===== src/rbs_regs.vh =====
// constants for the reset and boot select block
`ifndef RBS_REGS_VH
`define RBS_REGS_VH

// ********************************************************************
// boot mode encodings
// ********************************************************************
`define RBS_MODE_USER       3'h0
`define RBS_MODE_BOOT_LOADER 3'h1
`define RBS_MODE_DEBUG      3'h2
`define RBS_MODE_JTAG_USER  3'h3
`define RBS_MODE_UNDEF      3'h7
`define RBS_PC_START        16'h0000

// ********************************************************************
// reset cause bit positions
// ********************************************************************
`define RBS_CAUSE_POR       0
`define RBS_CAUSE_HW        1
`define RBS_CAUSE_WDT       2
`define RBS_CAUSE_WAKE      3
`define RBS_CAUSE_BROWN     4

// ********************************************************************
// timing
// ********************************************************************
`define RBS_CLK_NS          100
`define RBS_PIN_MIN_NS      100
`define RBS_PIN_MIN_CYC     ((`RBS_PIN_MIN_NS + `RBS_CLK_NS - 1) / `RBS_CLK_NS)
`define RBS_STRETCH_CYC     4

`endif


===== src/rbs_sync3.v =====
// three-stage input synchroniser with agreement filter
`timescale 1ns/1ps
`default_nettype none

module rbs_sync3 #(
    parameter RESET_VAL = 1'b0
) (
    // clock and reset
    input  wire clock,
    input  wire rst_n,
    // data
    input  wire din,
    output reg  dout_q
);

    reg s1_q;
    reg s2_q;
    reg s3_q;

    // first stage feeds only the second; output moves once 2 and 3 agree
    always @(posedge clock or negedge rst_n) begin
        if (!rst_n) begin
            s1_q   <= RESET_VAL;
            s2_q   <= RESET_VAL;
            s3_q   <= RESET_VAL;
            dout_q <= RESET_VAL;
        end else begin
            s1_q <= din;
            s2_q <= s1_q;
            s3_q <= s2_q;
            if (s2_q == s3_q) begin
                dout_q <= s3_q;
            end
        end
    end

endmodule // rbs_sync3

`default_nettype wire


===== src/rbs_reset_boot.v =====
// reset merging and boot mode selection
`timescale 1ns/1ps
`default_nettype none
`include "rbs_regs.vh"

module rbs_reset_boot #(
    parameter STRETCH = `RBS_STRETCH_CYC
) (
    // clock and power-on reset
    input  wire        clock,
    input  wire        rstn,
    // reset sources and power-down request
    input  wire        reset_pin_n,
    input  wire        watchdog_timer_rst,
    input  wire        wake_rst,
    input  wire        brownout_rst,
    input  wire        power_down,
    // boot straps and flash protection
    input  wire        boot_mode_select_pin,
    input  wire        tms_strap,
    input  wire        port0_bit0_strap,
    input  wire        flash_protected,
    // reset outputs
    output wire        sys_rst_n,
    output reg  [4:0]  reset_cause_q,
    output reg         ram_valid_q,
    output reg         embedded_voltage_regulator_on_q,
    // boot outputs
    output reg  [2:0]  boot_mode_q,
    output reg  [15:0] pc_start_q,
    output reg         jtag_active_q,
    output reg         debug_refused_q
);

    // ****************************************************************
    // reset release of the block itself
    // ****************************************************************
    reg rst_a_q;
    reg rst_b_q;
    wire rst_n;

    always @(posedge clock or negedge rstn) begin
        if (!rstn) begin
            rst_a_q <= 1'b0;
            rst_b_q <= 1'b0;
        end else begin
            rst_a_q <= 1'b1;
            rst_b_q <= rst_a_q;
        end
    end
    assign rst_n = rst_b_q;

    // ****************************************************************
    // pin inputs through synchronisers
    // ****************************************************************
    wire pin_n_s;
    wire mode_pin_s;
    wire tms_s;
    wire port0_s;

    rbs_sync3 #(.RESET_VAL(1'b1)) u_pin (
        .clock  (clock),
        .rst_n  (rst_n),
        .din    (reset_pin_n),
        .dout_q (pin_n_s)
    );
    // straps need four edges to settle; the stretch count covers that
    rbs_sync3 #(.RESET_VAL(1'b0)) u_mode_pin (
        .clock  (clock),
        .rst_n  (rst_n),
        .din    (boot_mode_select_pin),
        .dout_q (mode_pin_s)
    );
    rbs_sync3 #(.RESET_VAL(1'b0)) u_tms (
        .clock  (clock),
        .rst_n  (rst_n),
        .din    (tms_strap),
        .dout_q (tms_s)
    );
    rbs_sync3 #(.RESET_VAL(1'b0)) u_port0 (
        .clock  (clock),
        .rst_n  (rst_n),
        .din    (port0_bit0_strap),
        .dout_q (port0_s)
    );

    // ****************************************************************
    // source merge and reset stretch
    // ****************************************************************
    // merge all sources; power-on is the block reset itself
    wire hw_act  = ~pin_n_s;
    // watchdog request joins the merge like any other source
    wire any_src = hw_act | watchdog_timer_rst | wake_rst | brownout_rst;

    // counter is eight bits wide, so the stretch is cut to its low eight bits
    localparam [7:0] STRETCH_C = STRETCH[7:0];

    // power-on stays pending until the first release of the block
    reg        in_rst_q;
    reg        por_pend_q;
    reg        hw_seen_q;
    reg [4:0]  seen_q;
    reg [7:0]  cnt_q;

    // hold while active, count out, release on the clock
    always @(posedge clock or negedge rst_n) begin
        if (!rst_n) begin
            in_rst_q   <= 1'b1;
            por_pend_q <= 1'b1;
            hw_seen_q  <= 1'b0;
            seen_q     <= 5'h01;
            cnt_q      <= 8'h00;
        end else if (any_src) begin
            in_rst_q  <= 1'b1;
            cnt_q     <= 8'h00;
            hw_seen_q <= hw_seen_q | hw_act;
            seen_q    <= seen_q | {brownout_rst, wake_rst,
                                   watchdog_timer_rst, hw_act, 1'b0};
        end else if (in_rst_q) begin
            if (cnt_q >= STRETCH_C) begin
                in_rst_q   <= 1'b0;
                por_pend_q <= 1'b0;
                hw_seen_q  <= 1'b0;
                seen_q     <= 5'h00;
            end else begin
                cnt_q <= cnt_q + 8'h01;
            end
        end
    end
    assign sys_rst_n = ~in_rst_q;

    // last cycle of a reset: no source left and the stretch count reached
    wire rst_end = in_rst_q & ~any_src & (cnt_q >= STRETCH_C);

    // ****************************************************************
    // boot decode
    // ****************************************************************
    // three straps decoded together
    reg [2:0] mode_d;
    reg       refuse_d;
    always @* begin
        // defaults keep the process free of latches
        mode_d   = `RBS_MODE_UNDEF;
        refuse_d = 1'b0;
        case ({tms_s, port0_s})
            2'b00, 2'b01: begin
                mode_d = mode_pin_s ? `RBS_MODE_USER
                                    : `RBS_MODE_BOOT_LOADER;
            end
            2'b10: begin
                if (mode_pin_s) begin
                    mode_d = `RBS_MODE_JTAG_USER;
                end else if (flash_protected) begin
                    // debug refused, fall back to user
                    mode_d   = `RBS_MODE_USER;
                    refuse_d = 1'b1;
                end else begin
                    mode_d = `RBS_MODE_DEBUG;
                end
            end
            default: begin
                mode_d = `RBS_MODE_UNDEF;
            end
        endcase
    end

    // latch at reset end only after power-on or pin reset
    always @(posedge clock or negedge rst_n) begin
        if (!rst_n) begin
            boot_mode_q     <= `RBS_MODE_UNDEF;
            pc_start_q      <= `RBS_PC_START;
            jtag_active_q   <= 1'b0;
            debug_refused_q <= 1'b0;
        // other reset types leave the earlier selection in place
        end else if (rst_end && (por_pend_q || hw_seen_q)) begin
            boot_mode_q     <= mode_d;
            pc_start_q      <= `RBS_PC_START;
            jtag_active_q   <= (mode_d == `RBS_MODE_JTAG_USER) ||
                               (mode_d == `RBS_MODE_DEBUG);
            debug_refused_q <= refuse_d;
        end
    end

    // ****************************************************************
    // per-type effects on ram and regulator
    // ****************************************************************
    // cause is captured at release so software sees the last reset
    always @(posedge clock or negedge rst_n) begin
        if (!rst_n) begin
            reset_cause_q                   <= 5'h01;
            ram_valid_q                     <= 1'b0;
            embedded_voltage_regulator_on_q <= 1'b1;
        end else begin
            if (rst_end) begin
                reset_cause_q <= seen_q;
                ram_valid_q <= ~seen_q[`RBS_CAUSE_POR] &
                               ~seen_q[`RBS_CAUSE_BROWN] & ram_valid_q |
                               (~seen_q[`RBS_CAUSE_POR] &
                                ~seen_q[`RBS_CAUSE_BROWN] &
                                (seen_q[`RBS_CAUSE_WAKE] |
                                 seen_q[`RBS_CAUSE_WDT] |
                                 seen_q[`RBS_CAUSE_HW]) & ram_valid_q);
            end else if (!in_rst_q) begin
                // ram becomes trusted once software runs
                ram_valid_q <= 1'b1;
            end
            // wake turns regulator on; watchdog no effect
            if (wake_rst) begin
                embedded_voltage_regulator_on_q <= 1'b1;
            end else if (power_down && !in_rst_q) begin
                embedded_voltage_regulator_on_q <= 1'b0;
            end
        end
    end

    // the pin path never looks at power_down, so power-down cannot mask it

endmodule // rbs_reset_boot

`default_nettype wire


===== config.mk =====
export PLATFORM = sky130hd
export DESIGN_NAME = rbs_reset_boot
export DESIGN_NICKNAME = d
export VERILOG_FILES = /design/src/rbs_sync3.v /design/src/rbs_reset_boot.v
export VERILOG_INCLUDE_DIRS = /design/src /design/src/src
export SDC_FILE = /design/constraint.sdc
export NUM_CORES = 1
export LEC_CHECK = 0
export ABC_CLOCK_PERIOD_IN_PS = 2500
export CAP_MARGIN = 5
export CORE_ASPECT_RATIO = 2
export CORE_MARGIN = 2
export CORE_UTILIZATION = 60
export DETAILED_ROUTE_END_ITERATION = 8
export DONT_BUFFER_PORTS = 1
export PLACE_DENSITY_LB_ADDON = 0.25
export SKIP_CTS_REPAIR_TIMING = 1
export SLEW_MARGIN = 20
export SYNTH_ARGS = -nofsm -noshare
export SYNTH_HDL_FRONTEND = slang
export SYNTH_HIERARCHICAL = 1
export SYNTH_SLANG_ARGS = --single-unit

===== constraint.sdc =====
create_clock -name clock -period 2.5 [get_ports clock]
set_input_delay 0.125 -clock clock [delete_from_list [all_inputs] [get_ports clock]]
set_output_delay 0.125 -clock clock [all_outputs]
set_load 0.005 [all_outputs]

### Yosys cells after proc, flatten, opt, wreduce, memory -nomap -nowiden

Index checks and enable logic that the tools add are counted.

| word-level totals | value |
|---|---|
| flip-flop bits (word level) | 46 |
| input bits | 11 |
| output and inout port bits | 29 |
| logic and storage cells | 96 |

| operators by class | value |
|---|---|
| add/sub/neg operators | 1 |
| magnitude comparators | 1 |
| eq/ne operators | 10 |
| multiplexer cells | 23 |
| bitwise gates (word level) | 19 |
| reduce and logical (&&, ||, !) cells | 13 |

Operators by type and width:

| cell | number |
|---|---|
| 2-to-1 mux 8 bit | 3 |
| 2-to-1 mux 5 bit | 3 |
| 2-to-1 mux 1 bit | 14 |
| adder 8 x 1 -> 8 bit (second input constant) | 1 |
| >= comparator 8 x 3 -> 1 bit (second input constant) | 1 |
| OR 1 bit | 7 |
| bitwise AND 1 bit | 6 |
| equality test 3 x 2 -> 1 bit (second input constant) | 2 |
| case mux 3 bit (2 select lines) | 1 |
| nonzero test 2 bit | 3 |
| inverter 1 bit | 5 |
| OR 5 bit | 1 |
| equality test 1 bit | 4 |
| 2-to-1 mux 2 bit | 2 |
| AND reduction 2 bit | 2 |
| AND reduction 3 bit | 1 |
| equality test 2 x 1 -> 1 bit (second input constant) | 1 |
| equality test 2 bit (second input constant) | 1 |
| logical AND 1 bit | 2 |
| zero test 2 bit | 1 |
| logical OR 1 bit | 2 |
| != test 2 x 1 -> 1 bit (second input constant) | 1 |
| != test 2 bit (second input constant) | 1 |
| OR reduction 2 bit | 1 |
| zero test 1 bit | 1 |

### Logic depth before layout (Yosys ltp)

| depth | value |
|---|---|
| word-level depth | 8 |
| depth in mapped cells | 4 |
| mapped depth without buffers | 4 |

### Modules after synthesis

The synthesis kept the hierarchy.

Modules (own cells, without submodules):

| module | times used | cells each | area an instance (um^2) | seq. area each (um^2) |
|---|---|---|---|---|
| rbs_reset_boot | 1 | 112 | 1,357.6 | 760.7 |
| rbs_sync3 (u_mode_pin ...) | 3 | 5 | 111.4 | 100.1 |
| rbs_sync3 (u_pin) | 1 | 5 | 116.4 | 105.1 |

### Least setup slack after synthesis

No wires, ideal clock.

| timing | value |
|---|---|
| kind | register to register |
| start | reg u_pin.dout_q |
| end | reg reset_cause_q[2] |
| setup time | 0.125 ns |
| data arrival time | 1.725 ns |
| data required time | 2.375 ns |
| path slack | 0.650 ns |
| stages on the path, launching flop included | 5 |
| path buffers | 1 |
| clock period less this slack | 1.850 ns |
| path through | dfstp_2 > or4b_4 > a211o_1 > buf_6 > mux2_4 |

| between the ends | value |
|---|---|
| longest elaborated chain between the ends | 7 |

RTL lines:

| item | line | RTL |
|---|---|---|
| start: declaration | rbs_sync3.v:13 | `output reg dout_q` |
| start signal: assignment | rbs_sync3.v:32 | `dout_q <= s3_q;` |
| inverter 1 bit | rbs_reset_boot.v:91 | `wire hw_act = ~pin_n_s;` |
| OR 1 bit (3 in series) | rbs_reset_boot.v:93 | `wire any_src = hw_act \| watchdog_timer_rst \| wake_rst \| brownout_rst;` |
| inverter 1 bit (no source line) | - |  |
| bitwise AND 1 bit (2 in series) | rbs_reset_boot.v:133 | `wire rst_end = in_rst_q & ~any_src & (cnt_q >= STRETCH_C);` |
| end signal: assignment | rbs_reset_boot.v:195 | `reset_cause_q <= seen_q;` |
| end: declaration | rbs_reset_boot.v:25 | `output reg [4:0] reset_cause_q,` |

Every way passes these cells.
A chain may end at the register's enable or synchronous reset.

### Worst setup path after layout

| timing | value |
|---|---|
| start | reg u_pin.dout_q |
| end | reg reset_cause_q[3] |

Same word-level chain as after synthesis.

==> impl_metrics.env <==
export IMPL_die_w_um=42.8
export IMPL_fmax_mhz=521
export IMPL_synth_common_cells="dfrtp_1 (34), buf_4 (16), dfstp_2 (12)"
export IMPL_rrSetupSlack_ns=0.58
export IMPL_arrival_ns=2.11
export IMPL_critPathLaunch="u_pin/dout_q$_DFFE_PN1N_"
export IMPL_core_area_um2=2910
export IMPL_cts_tree="done"
export IMPL_ctsRootBufferMaster="clkbuf_8"
export IMPL_critPathRequiredTime_ns=2.69
export IMPL_grt_pass1_vias=902
export IMPL_wire_per_inst_um=14.3
export IMPL_grt_usage=0.162
export IMPL_cap_viol_max_count=0
export IMPL_area_growth_pct=7.82
export IMPL_async_reset_ff_frac=1.00
export IMPL_r2r_cells=3
export IMPL_htreeDepth=2
export IMPL_min_path_type="in2reg"
export IMPL_drc=0
export IMPL_yosysSeqAreaShare=0.645
export IMPL_ir_worst_vdd_v=0.000521
export IMPL_end_kind="flop"
export IMPL_fin_setup_tns_ns=0
export IMPL_postSynthAreaPerCell_um2=13.7
export IMPL_dr_pass1_iters=2
export IMPL_overflow=0
export IMPL_wl_um=2530
export IMPL_viasPerCell=5.11
export IMPL_synth_edff_count=0
export IMPL_initial_core_util=0.622
export IMPL_worstReg2RegStart="u_pin/dout_q$_DFFE_PN1N_"
export IMPL_io_pins=40
export IMPL_vias=904
export IMPL_worst_pin_slew_ns=0.891
export IMPL_yosysMostFrequentCell="dfrtp_1"
export IMPL_ant_nets=0
export IMPL_finalClockSkew_ns=0.0115
export IMPL_dp_hpwl_um=1740
export IMPL_synth_top_cell_area_share=0.471
export IMPL_crit_path_max_fanout=12
export IMPL_startpoint_type="flop"
export IMPL_clock_path_buffers=2
export IMPL_p_leak_nw=0.912
export IMPL_clk_latency_ns=0.30
export IMPL_slew_headroom=0.406
export IMPL_setup_viol=0
export IMPL_cts_buffers=5
export IMPL_crit_type="reg2reg"
export IMPL_io_buffers=0
export IMPL_maxSlewViolCount=0
export IMPL_outcome="finished clean"
export IMPL_grt_pass1_wl_um=4060
export IMPL_ys_flop_type="dfrtp_1"
export IMPL_drt_initial_drc_count=7
export IMPL_netlist_area_um2=1810
export IMPL_p_total_w=0.00126
export IMPL_antenna_found_initial=0
export IMPL_postSynthCellCount=132
export IMPL_synth_area_leaders="dfrtp_1 (47%), dfstp_2 (17%), buf_4 (6.6%)"
export IMPL_synth_distinct_cells=29
export IMPL_fp_dieH_um=81.6
export IMPL_diodes=0
export IMPL_row_count=28
export IMPL_drive_above_1_share=0.272
export IMPL_worstReg2RegEnd="reset_cause_q[3]$_DFFE_PN0P_"
export IMPL_min_from="power_down"
export IMPL_crit_end="reset_cause_q[3]$_DFFE_PN0P_"
export IMPL_rsz0062_at_grt="no"
export IMPL_ys_seq_elements=46
export IMPL_period_minus_slack_ns=1.92
export IMPL_cts_clk_slew_worst_paths_ns=0.08
export IMPL_dieArea_um2=3490
export IMPL_cts_sinks=46
export IMPL_powerDensity_nw_per_um2=649
export IMPL_dp_cells=161
export IMPL_grt_max_degree=45
export IMPL_hold_viol_final=0
export IMPL_final_cells=177
export IMPL_gp_congestion=0.684
export IMPL_period_share=0.767
export IMPL_fin_util=0.670
export IMPL_nets=159
export IMPL_synth_largest_area_cell="dfrtp_1"
export IMPL_ys_warn_count=6
[routing by layer]
metal  up-vias  routed length (um)  GRT usage
met5         -                   0          0
met4         0                  78      0.103
met3         6                  97     0.0418
met2        20                1380      0.277
met1       457                 970      0.173
li1        421                   -          -
[critical path, cell delays in order, from the launching register on]
cell and delay, ns:
dfstp_2 0.56, or4b_4 0.50, a211o_1 0.41, mux2_4 0.35
[power by group]
group	leakage (nW)	total [W]	internal [W]	switching, W
Combinational	0.331	0.0000404	0.0000226	0.0000179
Sequential	0.536	0.000790	0.000766	0.0000242
Clock	0.0452	0.000434	0.000197	0.000237
Total	0.912	0.00126	0.000986	0.000279
[logic make-up (layout without fill, tap and decap cells)]
group,after synthesis,in the layout,synth area share
other,2,17,0.00415
adder cells (fa/ha/maj),6,6,0.0388
AND/OR/NAND/NOR,26,26,0.0796
flip-flops,46,46,0.645
buffers and inverters,26,26,0.0914
AO/OA/AOI/OAI,13,13,0.0567
multiplexers,13,13,0.0844
[stage by stage]
stage / hold slack, ns / cell area (um^2) / worst slack, ns
floorplan: -0.171 / 1860 / 0.650
global placement: -0.171 / 1780 / 0.606
detailed placement: -0.171 / 1780 / 0.576
CTS: -0.502 / 1870 / 0.573
global route: 0.0186 / 1950 / 0.510
finish: 0.00159 / 1950 / 0.582
[layout make-up]
type	instances	area, um^2
repair buffers	10	95.1
clock inverters	2	13.8
clock buffers	6	72.6
fillers	229	958
multi-input cells	75	533
well taps	30	37.5
flip-flops and latches	46	1170
inverters	8	30.0
[sequential cells by signal, summed over array words and instances (netlist names), 3 cells and up]
register / flops
boot_mode_q: 3
seen_q: 5
reset_cause_q: 5
cnt_q: 8
[worst min-delay path by stage]
stage / to / slack, ns / cells past startpoint
floorplan: rst_a_q$_DFF_PN0_ / -0.17 / 0
global placement: rst_a_q$_DFF_PN0_ / -0.17 / 0
detailed placement: rst_b_q$_DFF_PN0_ / -0.17 / 0
CTS: rst_b_q$_DFF_PN0_ / -0.50 / 0
global route: embedded_voltage_regulator_on_q$_DFFE_PN1P_ / 0.02 / 2
finish: embedded_voltage_regulator_on_q$_DFFE_PN1P_ / 0.002 / 2
[placed cells by master (no fill, tap or decap), types with 3 or more instances in the layout]
cell type	netlist	final
clkbuf_8	0	5
mux2_2	6	6
and2_1	5	5
mux2i_1	4	4
dfstp_2	12	12
mux2_4	3	3
inv_1	8	8
nor2_1	3	3
nand2_1	9	9
dlygate4sd3_1	0	8
dfrtp_1	34	33
o21ai_0	4	4
o21a_1	3	3
maj3_2	4	4
conb_1	2	17
Power figures use the tool's default switching activity.
